===== config.mk =====
export PLATFORM = sky130hd
export DESIGN_NAME = twr_ctrl
export DESIGN_NICKNAME = d
export VERILOG_FILES = /design/src/inc/twr_pkg.sv /design/src/hw/twr_ctrl.sv
export SDC_FILE = /design/constraint.sdc
export NUM_CORES = 1
export LEC_CHECK = 0
export BUFFER_PORTS_ARGS = -buffer_cell sky130_fd_sc_hd__clkbuf_2
export CAP_MARGIN = 5
export CORE_MARGIN = 2
export CORE_UTILIZATION = 31
export DETAILED_ROUTE_END_ITERATION = 10
export PLACE_DENSITY_LB_ADDON = 0.15
export SLEW_MARGIN = 20
export SYNTH_ARGS = -nofsm -noshare
export SYNTH_HDL_FRONTEND = slang
export SYNTH_SLANG_ARGS = --single-unit

===== constraint.sdc =====
create_clock -name clk_in -period 2 [get_ports clk_in]
set_input_delay 0.4 -clock clk_in [delete_from_list [all_inputs] [get_ports clk_in]]
set_output_delay 0.4 -clock clk_in [all_outputs]
set_load 0.05 [all_outputs]

===== src/inc/twr_pkg.sv =====
// Package for the timer/watchdog enable and remap controller.
// Assumes a 100 MHz bus clock and byte-addressed register port offsets.
package twr_pkg;
  localparam logic [31:0] CTRL_A_ADDR = 32'h1000_1000;
  localparam logic [31:0] CTRL_B_ADDR = 32'h1001_a000;
  // Peripheral id block: four words at base + 0xfe0 .. 0xfec
  localparam logic [11:0] PID_OFS_0 = 12'hfe0;
  localparam logic [11:0] PID_OFS_3 = 12'hfec;
  localparam logic [31:0] PID_BASE_MASK = 32'hffff_f000;
  // Identification value is arbitrary
  localparam logic [31:0] BUILD_ID = 32'h0000_0001;
  localparam int WDOG_OVR_BIT = 23;
  localparam int TIM_OVR_BIT0 = 16;
  localparam int TIM_SEL_BIT0 = 15;
  localparam int REMAP_STAT_BIT = 9;
  localparam int REMAP_CLR_BIT = 8;
  // Writable bits: override/select pairs and watchdog override
  localparam logic [31:0] CTRL_WMASK = 32'h00ff_8000;
  localparam logic [31:0] CTRL_RESET = 32'h0000_0000;
  localparam logic REMAP_RESET = 1'b1;
  typedef struct packed {
    logic wdog;
    logic [3:0] tim;
  } twr_en_type;
endpackage


===== src/hw/twr_ctrl.sv =====
// Two-instance timer/watchdog clock-enable controller with boot remap.
// Assumes both reference clocks are much slower than clk_in.
// Behaviour
// - Bit 23 zero: watchdog enable follows slow reference; one: held high.
// - Override bits 22,20,18,16 force timer 3..0 enables high.
// - Select bits 21,19,17,15 pick slow or 1 MHz reference per timer.
// - Bit 9 of register a reads remap state; writes ignored.
// - Writing one to bit 8 of register a clears remap.
// - Register b: same layout, watchdog 1, timers 7..4, no remap.
// - Instance a drives remap, watchdog 0, timers 0..3; at 0x10001000.
// - Only control and peripheral id registers exist.
//
// The implementer's own choice: the plain strobed port.
`timescale 1ns/1ps
`default_nettype none
module twr_ctrl
  import twr_pkg::*;
(
  input wire logic clk_in, // Bus clock
  input wire logic nrst_in, // Async reset, active low
  input wire logic [31:0] addr_in, // Register byte address
  input wire logic [31:0] wdata_in, // Write data
  input wire logic wr_in, // Write strobe
  input wire logic rd_in, // Read strobe
  input wire logic slow_reference_clock_in, // 32.768 kHz reference
  input wire logic timer_reference_clock_in, // 1 MHz reference
  output logic [31:0] rdata_out, // Read data, cycle after strobe
  output logic remap_out, // Boot remap active
  output twr_en_type en_a_out, // Watchdog 0, timers 0..3 enables
  output twr_en_type en_b_out // Watchdog 1, timers 4..7 enables
);
  logic [2:0] slow_sync_r;
  logic [2:0] tim_sync_r;
  logic slow_tick;
  logic tim_tick;
  logic [31:0] ctrl_a_r;
  logic [31:0] ctrl_b_r;
  logic remap_r;
  logic [31:0] rdata_nxt;

  function automatic twr_en_type en_calc(input logic [31:0] c,
                                         input logic s, input logic t);
    twr_en_type e;
    e.wdog = c[WDOG_OVR_BIT] | s;
    for (int i = 0; i < 4; i++) begin
      e.tim[i] = c[TIM_OVR_BIT0 + 2*i] |
                 (c[TIM_SEL_BIT0 + 2*i] ? t : s);
    end
    return e;
  endfunction

  // Stage 0 feeds only stage 1; edge detect looks at stages 1 and 2
  // Reference edges closer than one bus cycle apart merge into one tick
  always_ff @(posedge clk_in or negedge nrst_in) begin
    if (!nrst_in) begin
      slow_sync_r <= 3'h0;
      tim_sync_r <= 3'h0;
    end else begin
      slow_sync_r <= {slow_sync_r[1:0], slow_reference_clock_in};
      tim_sync_r <= {tim_sync_r[1:0], timer_reference_clock_in};
    end
  end
  assign slow_tick = slow_sync_r[1] & ~slow_sync_r[2];
  assign tim_tick = tim_sync_r[1] & ~tim_sync_r[2];

  // Reserved bits store nothing; software keeps them by read-modify-write
  always_ff @(posedge clk_in or negedge nrst_in) begin
    if (!nrst_in) begin
      ctrl_a_r <= CTRL_RESET;
      ctrl_b_r <= CTRL_RESET;
    end else if (wr_in) begin
      if (addr_in == CTRL_A_ADDR) begin
        ctrl_a_r <= wdata_in & CTRL_WMASK;
      end
      if (addr_in == CTRL_B_ADDR) begin
        ctrl_b_r <= wdata_in & CTRL_WMASK;
      end
    end
  end

  // Remap is set at reset and only ever cleared by software
  always_ff @(posedge clk_in or negedge nrst_in) begin
    if (!nrst_in) begin
      remap_r <= REMAP_RESET;
    end else if (wr_in && addr_in == CTRL_A_ADDR &&
                 wdata_in[REMAP_CLR_BIT]) begin
      remap_r <= 1'b0;
    end
  end

  always_comb begin
    rdata_nxt = 32'h0;
    if (addr_in == CTRL_A_ADDR) begin
      rdata_nxt = ctrl_a_r;
      rdata_nxt[REMAP_STAT_BIT] = remap_r;
    end else if (addr_in == CTRL_B_ADDR) begin
      rdata_nxt = ctrl_b_r;
    end else if (((addr_in & PID_BASE_MASK) == CTRL_A_ADDR ||
                  (addr_in & PID_BASE_MASK) == CTRL_B_ADDR) &&
                 addr_in[11:0] >= PID_OFS_0 &&
                 addr_in[11:0] <= PID_OFS_3 &&
                 addr_in[1:0] == 2'h0) begin
      rdata_nxt = BUILD_ID;
    end
  end

  // Idle read data is zero so the port can be OR-ed with other slaves
  always_ff @(posedge clk_in or negedge nrst_in) begin
    if (!nrst_in) begin
      rdata_out <= 32'h0;
    end else begin
      rdata_out <= rd_in ? rdata_nxt : 32'h0;
    end
  end

  // Registered enables cost one cycle of latency but cannot glitch
  always_ff @(posedge clk_in or negedge nrst_in) begin
    if (!nrst_in) begin
      remap_out <= REMAP_RESET;
      en_a_out <= '0;
      en_b_out <= '0;
    end else begin
      remap_out <= remap_r;
      en_a_out <= en_calc(ctrl_a_r, slow_tick, tim_tick);
      en_b_out <= en_calc(ctrl_b_r, slow_tick, tim_tick);
    end
  end

  // Output checks look one cycle after the inputs that form them; a_remap_clear looks two cycles after the write
  a_remap_clear: assert property (
    @(posedge clk_in) disable iff (!nrst_in)
    wr_in && addr_in == CTRL_A_ADDR && wdata_in[REMAP_CLR_BIT]
    |=> ##1 !remap_out)
    else $error("remap not cleared");
  a_remap_sticky: assert property (
    @(posedge clk_in) disable iff (!nrst_in)
    !remap_r |=> !remap_r)
    else $error("remap returned");
  a_remap_ro_bit: assert property (
    @(posedge clk_in) disable iff (!nrst_in)
    wr_in && addr_in == CTRL_A_ADDR && !wdata_in[REMAP_CLR_BIT]
    |=> remap_r == $past(remap_r))
    else $error("remap changed without clear request");
  a_b_no_clear: assert property (
    @(posedge clk_in) disable iff (!nrst_in)
    wr_in && addr_in == CTRL_B_ADDR
    |=> remap_r == $past(remap_r))
    else $error("register b write changed remap");
  a_remap_drive: assert property (
    @(posedge clk_in) disable iff (!nrst_in)
    !remap_r
    |=> !remap_out)
    else $error("remap output does not follow state");
  a_wdog_force: assert property (
    @(posedge clk_in) disable iff (!nrst_in)
    ctrl_a_r[WDOG_OVR_BIT]
    |=> en_a_out.wdog)
    else $error("watchdog enable not forced");
  a_wdog_slow: assert property (
    @(posedge clk_in) disable iff (!nrst_in)
    !ctrl_a_r[WDOG_OVR_BIT]
    |=> en_a_out.wdog == $past(slow_tick))
    else $error("watchdog enable source wrong");
  a_wdog_b_force: assert property (
    @(posedge clk_in) disable iff (!nrst_in)
    ctrl_b_r[WDOG_OVR_BIT]
    |=> en_b_out.wdog)
    else $error("watchdog 1 enable not forced");
  a_wdog_b_slow: assert property (
    @(posedge clk_in) disable iff (!nrst_in)
    !ctrl_b_r[WDOG_OVR_BIT]
    |=> en_b_out.wdog == $past(slow_tick))
    else $error("watchdog 1 enable source wrong");
  a_tim_force: assert property (
    @(posedge clk_in) disable iff (!nrst_in)
    ctrl_b_r[TIM_OVR_BIT0 + 6]
    |=> en_b_out.tim[3])
    else $error("timer 7 enable not forced");
  a_tim3_force: assert property (
    @(posedge clk_in) disable iff (!nrst_in)
    ctrl_a_r[TIM_OVR_BIT0 + 6]
    |=> en_a_out.tim[3])
    else $error("timer 3 enable not forced");
  a_tim_select: assert property (
    @(posedge clk_in) disable iff (!nrst_in)
    !ctrl_a_r[TIM_OVR_BIT0] && ctrl_a_r[TIM_SEL_BIT0]
    |=> en_a_out.tim[0] == $past(tim_tick))
    else $error("timer 0 reference wrong");
  a_tim_slow: assert property (
    @(posedge clk_in) disable iff (!nrst_in)
    !ctrl_a_r[TIM_OVR_BIT0 + 2] && !ctrl_a_r[TIM_SEL_BIT0 + 2]
    |=> en_a_out.tim[1] == $past(slow_tick))
    else $error("timer 1 slow reference wrong");
  a_b_tim_select: assert property (
    @(posedge clk_in) disable iff (!nrst_in)
    !ctrl_b_r[TIM_OVR_BIT0] && ctrl_b_r[TIM_SEL_BIT0]
    |=> en_b_out.tim[0] == $past(tim_tick))
    else $error("timer 4 reference wrong");
  a_tick_pulse: assert property (
    @(posedge clk_in) disable iff (!nrst_in)
    tim_tick
    |=> !tim_tick)
    else $error("tick longer than one cycle");
  a_stat_read: assert property (
    @(posedge clk_in) disable iff (!nrst_in)
    rd_in && addr_in == CTRL_A_ADDR
    |=> rdata_out[REMAP_STAT_BIT] == $past(remap_r))
    else $error("remap status read wrong");
  a_b_no_remap: assert property (
    @(posedge clk_in) disable iff (!nrst_in)
    rd_in && addr_in == CTRL_B_ADDR
    |=> rdata_out[9:8] == 2'h0)
    else $error("register b remap bits set");
  a_b_reserved: assert property (
    @(posedge clk_in) disable iff (!nrst_in)
    rd_in && addr_in == CTRL_B_ADDR
    |=> (rdata_out & ~CTRL_WMASK) == 32'h0)
    else $error("register b reserved bits set");
  a_pid_read: assert property (
    @(posedge clk_in) disable iff (!nrst_in)
    rd_in && (addr_in & PID_BASE_MASK) == CTRL_B_ADDR &&
    addr_in[11:0] == PID_OFS_3 |=> rdata_out == BUILD_ID)
    else $error("identification read wrong");
  a_unmapped: assert property (
    @(posedge clk_in) disable iff (!nrst_in)
    rd_in && addr_in == 32'h1000_2000
    |=> rdata_out == 32'h0)
    else $error("unmapped read nonzero");
endmodule // twr_ctrl
`default_nettype wire


### Yosys cells after proc, flatten, opt, wreduce, memory -nomap -nowiden

Index checks and enable logic that the tools add are counted.

* add/subtract/negate cells: 0
* multipliers: 0
* divide/modulo/power cells: 0
* magnitude comparators: 2
* eq/ne operators: 4
* shift operators: 0
* mux-type cells: 12
* bitwise logic cells: 14
* reduce and logical (&&, ||, !) cells: 9

Operators by type and width (number)
* 32-bit two-way mux: 3
* 32-bit by 29-bit == test with 1-bit output (second input constant): 2
* 20-bit by 17-bit == test with 1-bit output (second input constant): 2
* 12-bit >= comparator (second input constant): 1
* 12-bit <= comparator (second input constant): 1
* 1-bit bitwise OR: 10
* 1-bit two-way mux: 9
* 1-bit logical AND: 5
* 2-bit AND reduction: 2
* 1-bit AND: 2
* 2-bit zero test: 1
* 1-bit NOT: 2
* 1-bit logical OR: 1

* register bits after elaboration: 68
* latch bits: 0
* memory bits (writable): 0
* ROM bits: 0
* bits of input ports: 70
* output and inout port bits: 43
* logic and storage cells: 52
* memories kept: 0

### Logic depth before layout (Yosys ltp)

Gate-level depths: netlist of run 1.

* word-level depth: 9
* depth in mapped cells: 5

### Least setup slack after synthesis of run 1

No wires, ideal clock.

* kind: input port to flip-flop
* start: input addr_in[14]
* end: register ctrl_a_r[15]
* data arrival time: 1817 ps
* required time: 1875 ps
* slack: 58 ps
* stages on the path: 5
* buffers on the path: 1
* path through: or4_4 nor4_4 and3_1 buf_6 mux2_2

* word-level cells in the longest chain between the ends: 2

RTL lines
* start: declaration: RTL line twr_ctrl.sv:21 `input wire logic [31:0] addr_in,`
* 32-bit by 29-bit == test with 1-bit output: RTL line twr_ctrl.sv:72 `if (addr_in == CTRL_A_ADDR) begin`
* 2-bit AND reduction (no source line)
* end signal: assignment: RTL line twr_ctrl.sv:73 `ctrl_a_r <= wdata_in & CTRL_WMASK;`
* end: declaration: RTL line twr_ctrl.sv:36 `logic [31:0] ctrl_a_r;`

No other way between the ends.
A chain may end at the register's enable or synchronous reset.

### Worst setup path after layout of run 1

* start: input addr_in[14]
* end: register ctrl_a_r[18]

Same word-level chain as after synthesis.

==> metrics.md, run 1 <==
| Metric | Value |
|---|---|
| Run status | `completed` |
| Cts bufs inserted | `5` |
| Most frequent cells in the layout | `clkbuf_2 (69), dfrtp_1 (45), conb_1 (21)` |
| Initial antenna violation count | `0` |
| CTS tree | `yes` |
| Final Skew | `0.00745 ns` |
| Synth Area per Inst | `12.7 sq um` |
| Total grt overflow | `0` |
| Final setup violation count | `0` |
| HP Class | `input port to asynchronous set/reset pin` |
| Clock-pin slew on the worst setup and hold paths | `0.08 ns` |
| VDD IR max | `0.000397 V` |
| Min Tclk post-route | `1.84 ns` |
| Worst EP required | `2.18 ns` |
| Max H-tree Level | `2` |
| Setup CP Type | `input port to flop` |
| Ant. Diodes | `0` |
| Crit Reg-Reg Endpoint | `en_a_out[1]` |
| Via count | `1,361` |
| Max-cap violations | `0` |
| Family with the most delay on the worst path | `simple AND/OR/NAND/NOR gates` |
| DR WL/cell | `13.1 um` |
| Most common cell after layout, fill and taps aside | `clkbuf_2` |
| Clk Latency, worst-skew pair | `0.30 ns` |
| Period utilisation layout | `0.919` |
| Sequential share of the synthesized area | `0.596` |
| Max_slew headroom | `0.575` |
| Vias per cell | `4.39` |
| Instance count on the critical path | `6` |
| Mapped cell area | `1980 sq um` |
| Number of gates resized after CTS | `0` |
| Post-CTS setup buffer count | `0` |
| Slew @ Worst Pin | `0.638 ns` |
| Filler instances | `623` |
| Max FO, Critical Path | `10` |
| Count of final max-slew check failures | `0` |
| Critical Path End | `ctrl_a_r[18]` |
| Initial Utilization | `0.317` |
| Worst Path Buf+Inv | `2` |
| Nets | `302` |
| HPWL Detailed | `3060 um` |
| Routed WL | `4060 um` |
| Share of post-route cells with drive strength above 1 | `0.451` |
| Global-route wire length before repair | `6800 um` |
| Critical path startpoint | `addr_in[14]` |
| FF-to-FF setup slack | `0.83 ns` |
| IO Pins | `113` |
| Hold Buf Count CTS | `0` |
| CP max stage delay | `0.55 ns` |
| Core area | `6240 sq um` |
| DRT Pass-1 Iters | `4` |
| Worst Reg-to-Reg Cells | `3` |
| Finished Core Util | `0.397` |
| Die height | `83.9 um` |
| Yosys cell types | `26` |
| Crit end category | `flop` |
| Port Buffers | `69` |
| Row count | `29` |
| Crit path DAT | `2.02 ns` |
| Final weighted congestion in routability-driven placement | `0.743` |
| Synth Register Bits | `47` |
| Largest net degree at the start of global routing | `27` |
| Cell Pwr Density | `724 nW/um^2` |
| Reg2reg start | `slow_sync_r[1]` |
| DRC | `0` |
| Total track usage | `0.126` |
| CTS Root Buffer Type | `clkbuf_8` |
| CP cell instances | `clkbuf_2 -> or4_4 -> nor4_4 -> and3_1 -> buf_12 -> mux2_2` |
| Power, Total | `1.79 mW` |
| Warnings, synthesis | `0` |
| RSZ-0062 raised after global routing | `no` |
| CTS max path bufs | `2` |
| Vias in the first global route | `1,366` |
| DRT antenna net count | `0` |
| P_leak | `1.33 nW` |
| DR iter-0 viols | `49` |
| Area Overhead vs Synth | `25.2%` |
| Cell count after synthesis | `156` |
| Endpoints failing hold | `0` |
| CTS sink cnt | `47` |
| Die area | `7030 sq um` |
| FMAX | `544 MHz` |
| DIE WIDTH | `83.9 um` |
| Worst setup SP type | `input port` |
| Crit-path slowest cell | `or4_4` |
==> report_power, final <==
| group | internal, mW | total, mW | switching [mW] |
|---|---|---|---|
| Sequential | 0.966 | 0.970 | 0.00424 |
| Clock | 0.283 | 0.590 | 0.307 |
| Combinational | 0.0549 | 0.233 | 0.178 |
| Total | 1.30 | 1.79 | 0.489 |
==> cells by family after synthesis <==
| logic type | share of synthesized area |
|---|---|
| simple gates | 0.129 |
| compound gates | 0.0734 |
| buf+inv | 0.0968 |
| other cells | 0.00190 |
| mux | 0.103 |
| flops | 0.596 |
==> through the flow <==
stage / cells / setup WS [ns] / hold WS [ns] / area (sq um) / setup TNS (ns)
after floorplan: 176 / 0.0579 / 0.104 / 2050 / 0
after global placement: 302 / -0.146 / 0.339 / 2380 / -1.80
after detailed placement: 302 / -0.167 / 0.337 / 2380 / -1.76
after CTS: 310 / 0.153 / 0.125 / 2470 / 0
after global routing: 310 / 0.126 / 0.147 / 2470 / 0
final: 310 / 0.163 / 0.110 / 2470 / 0
==> metal layers <==
metal / up-vias / GRT usage / part of all wire
li1: 662 / - / -
met3: 4 / 0.0435 / 0.057
met2: 48 / 0.202 / 0.50
met5: - / 0 / 0
met4: 0 / 0.0587 / 0.011
met1: 647 / 0.153 / 0.43
==> Yosys cell counts <==
library cell,number,share of area
a211o_1,8,0.035
a21boi_0,1,0.0038
a22oi_1,9,0.034
and3_1,2,0.0063
and4_1,1,0.0044
and4b_1,1,0.0051
buf_2,3,0.0076
buf_4,21,0.080
buf_6,1,0.0057
clkbuf_1,2,0.0038
conb_1,1,0.0019
dfrtp_1,45,0.57
dfstp_2,2,0.027
mux2_2,18,0.10
nand2_1,2,0.0038
nand2b_1,4,0.013
nand3_1,1,0.0025
nand4_1,2,0.0063
nand4b_1,1,0.0044
nor2_1,20,0.038
nor2b_1,2,0.0063
nor3_1,1,0.0025
nor4_1,5,0.016
nor4_4,1,0.011
nor4b_1,1,0.0044
or4_4,1,0.0057
==> worst register-to-register path, stage by stage (launching register included) <==
cell and delay (ns):
dfrtp_1 0.38, nand2b_1 0.33, nor2_1 0.08, a211o_1 0.28
==> worst min-delay path by stage <==
stage	end	slack, ns
4_1_cts	ctrl_a_r[15]	0.13
5_1_grt	ctrl_a_r[15]	0.15
3_5_place_dp	tim_sync_r[1]	0.34
6_report	rdata_out[19]	0.11
3_3_place_gp	slow_sync_r[1]	0.34
2_1_floorplan	ctrl_a_r[15]	0.10
==> state kept, by name, summed over array words and instances, names as in the netlist <==
signal	count
en_b_out	5
en_a_out	5
rdata_out	11
remap_out	1
tim_sync_r	3
ctrl_a_r	9
ctrl_b_r	9
remap_r	1
slow_sync_r	3
==> final cells by class <==
| type | instances | area (sq um) | share of cell area |
|---|---|---|---|
| Clock buffer | 7 | 86.3 | 0.0349 |
| Clock inverter | 1 | 8.76 | 0.00354 |
| Tap cell | 77 | 96.3 | 0.0389 |
| Sequential cell | 47 | 1180 | 0.476 |
| Timing Repair Buffer | 76 | 423 | 0.171 |
| Multi-Input combinational cell | 102 | 682 | 0.276 |
Note: power is estimated with default switching activity, not from simulation.
==> run 2: changes to the inputs <==
clock period = 2.35 ns   (was 2 ns; I/O delays follow)
==> run 2 against run 1 <==
Net effect:
- die area unchanged
- final area decreased by 0.51%
- setup slack improved by 0.27 ns
- critical endpoint is now ctrl_a_r[20]
- largest power group unchanged
- highest routed layer unchanged
==> metrics.md, run 2 (synthesis gave the netlist of run 1 again) <==
| Metric | Value |
|---|---|
| Run status | `completed` |
| DR iter-0 viols | `34 (-31%)` |
| CP max stage delay | `0.55 ns (about the same)` |
| Initial Utilization | `0.317 (unchanged)` |
| Vias in the first global route | `1,363 (-0.22%)` |
| Max_slew headroom | `0.539 (-0.0357)` |
| Nets | `302 (unchanged)` |
| Global-route wire length before repair | `6690 um (-1.7%)` |
| Worst setup SP type | `input port` |
| Setup TNS | `0 ns (unchanged)` |
| Core area | `6240 sq um (unchanged)` |
| Crit end category | `flop` |
| HPWL Detailed | `3060 um (+0.14%)` |
| Worst Path Buf+Inv | `2 (unchanged)` |
| Max H-tree Level | `2 (unchanged)` |
| Final Skew | `0.00622 ns (-0.00123 ns)` |
| DP Area | `2380 sq um (unchanged)` |
| Share of post-route cells with drive strength above 1 | `0.453 (+0.00194)` |
| Min Tclk post-route | `1.92 ns` |
| Setup CP Type | `input port to flop` |
| Vias per cell | `4.47 (+1.8%)` |
| Largest register FFs | `11 (unchanged)` |
| VDD IR max | `0.000272 V (-31%)` |
| Largest regs | `rdata_out: 11 flops, ctrl_a_r: 9 flops, ctrl_b_r: 9 flops` |
| Crit path DAT | `2.10 ns (+0.08 ns)` |
| Cell Pwr Density | `604 nW/um^2 (-17%)` |
| Die height | `83.9 um (unchanged)` |
| Via count | `1,381 (+1.5%)` |
| Worst EP required | `2.53 ns (+0.35 ns)` |
| Pre-CTS setup slack | `0.107 ns (+0.274 ns)` |
| Initial antenna violation count | `0 (unchanged)` |
| CTS tree | `yes` |
| Max-cap violations | `0 (unchanged)` |
| Port Buffers | `69 (unchanged)` |
| Crit-path slowest cell | `or4_4` |
| Smallest setup slack after layout | `0.429 ns (+0.267 ns)` |
| Hold_ws | `0.150 ns (+0.0397 ns)` |
| Routed WL | `4070 um (+0.35%)` |
| HP Class | `input port to asynchronous set/reset pin` |
| Ant. Diodes | `0 (unchanged)` |
| Die area | `7030 sq um (unchanged)` |
| CTS sink cnt | `47 (unchanged)` |
| FMAX | `521 MHz` |
| CP cell instances | `clkbuf_2 -> or4_4 -> nor4_4 -> and3_1 -> buf_12 -> mux2_2` |
| DRT Pass-1 Iters | `4 (unchanged)` |
| Endpoints failing hold | `0 (unchanged)` |
| Finished Core Util | `0.395 (-0.00201)` |
| Largest Register | `rdata_out` |
| Count of final max-slew check failures | `0 (unchanged)` |
| Cts bufs inserted | `5 (unchanged)` |
| DIE WIDTH | `83.9 um (unchanged)` |
| Row count | `29 (unchanged)` |
| Hold Buf Count CTS | `0 (unchanged)` |
| Most frequent cells in the layout | `clkbuf_2 (69), dfrtp_1 (45), conb_1 (21)` |
| Family with the most delay on the worst path | `simple AND/OR/NAND/NOR gates` |
| Total grt overflow | `0 (unchanged)` |
| Post-CTS setup buffer count | `0 (unchanged)` |
| Clk Latency, worst-skew pair | `0.30 ns (about the same)` |
| DRC | `0 (unchanged)` |
| Max FO, Critical Path | `10 (unchanged)` |
| Slew @ Worst Pin | `0.690 ns (+0.0521 ns)` |
| Cell area after layout | `2460 sq um (-0.51%)` |
| Largest net degree at the start of global routing | `24 (-11%)` |
| DRT antenna net count | `0 (unchanged)` |
| Period utilisation layout | `0.817` |
| Final setup violation count | `0 (unchanged)` |
| RSZ-0062 raised after global routing | `no` |
| Final weighted congestion in routability-driven placement | `0.745 (+0.26%)` |
| CTS max path bufs | `2 (unchanged)` |
| Area Overhead vs Synth | `24.6%` |
| Number of gates resized after CTS | `0 (unchanged)` |
| Clock-pin slew on the worst setup and hold paths | `0.08 ns (about the same)` |
| Total track usage | `0.123 (-0.00286)` |
| CTS Root Buffer Type | `clkbuf_8` |
| Most common cell after layout, fill and taps aside | `clkbuf_2` |
| P_leak | `1.32 nW (-0.34%)` |
| IO Pins | `113 (unchanged)` |
| DR WL/cell | `13.2 um (+0.67%)` |
==> run 2: cell types whose count changed in the layout (fill, tap and decap cells not counted), sizes merged <==
cell / delta
clkbuf: -2
clkinv: +1
==> run 2: through the flow <==
step / instances / total power, mW
floorplan: 176 / 0.994
global placement: 302 / 1.04
detailed placement: 302 / 1.04
CTS: 309 / 1.51
global route: 309 / 1.56
finish: 309 / 1.49
==> run 2: area by class of cell <==
| cell class | count | area, sq um |
|---|---|---|
| clock inverters | 2 | 13.8 |
| repair buffers | 76 | 423 |
| clock buffers | 5 | 68.8 |
| flip-flops and latches | 47 | 1180 |
| well taps | 77 | 96.3 |
| fillers | 624 | 3780 |
| multi-input cells | 102 | 682 |
==> run 2: per-layer routing <==
metal | track usage | vias up | wire length [um]
li1 | - | 659 | -
met1 | 0.148 | 659 | 1670
met2 | 0.207 | 54 | 2070
met3 | 0.0356 | 9 | 240
met4 | 0.0499 | 0 | 92
met5 | 0 | - | 0
==> run 2: worst paths after layout <==
kind	startpoint	depth (start not counted)	to	slack, ns
min in group clk_in	timer_reference_clock_in	1	tim_sync_r[0]	0.27
worst max register to register	tim_sync_r[1]	2	en_a_out[2]	1.14
max in group asynchronous	nrst_in	2	ctrl_b_r[19]	1.61
worst min-delay path	nrst_in	1	rdata_out[20]	0.15
worst min register to register	tim_sync_r[0]	0	tim_sync_r[1]	0.36
worst max-delay path	addr_in[14]	6	ctrl_a_r[20]	0.43
==> run 2: power breakdown <==
| part | switching, mW | internal [mW] | total (mW) |
|---|---|---|---|
| Sequential | 0.00364 | 0.822 | 0.825 |
| Combinational | 0.152 | 0.0468 | 0.199 |
| Clock | 0.259 | 0.204 | 0.462 |
| Total | 0.414 | 1.07 | 1.49 |
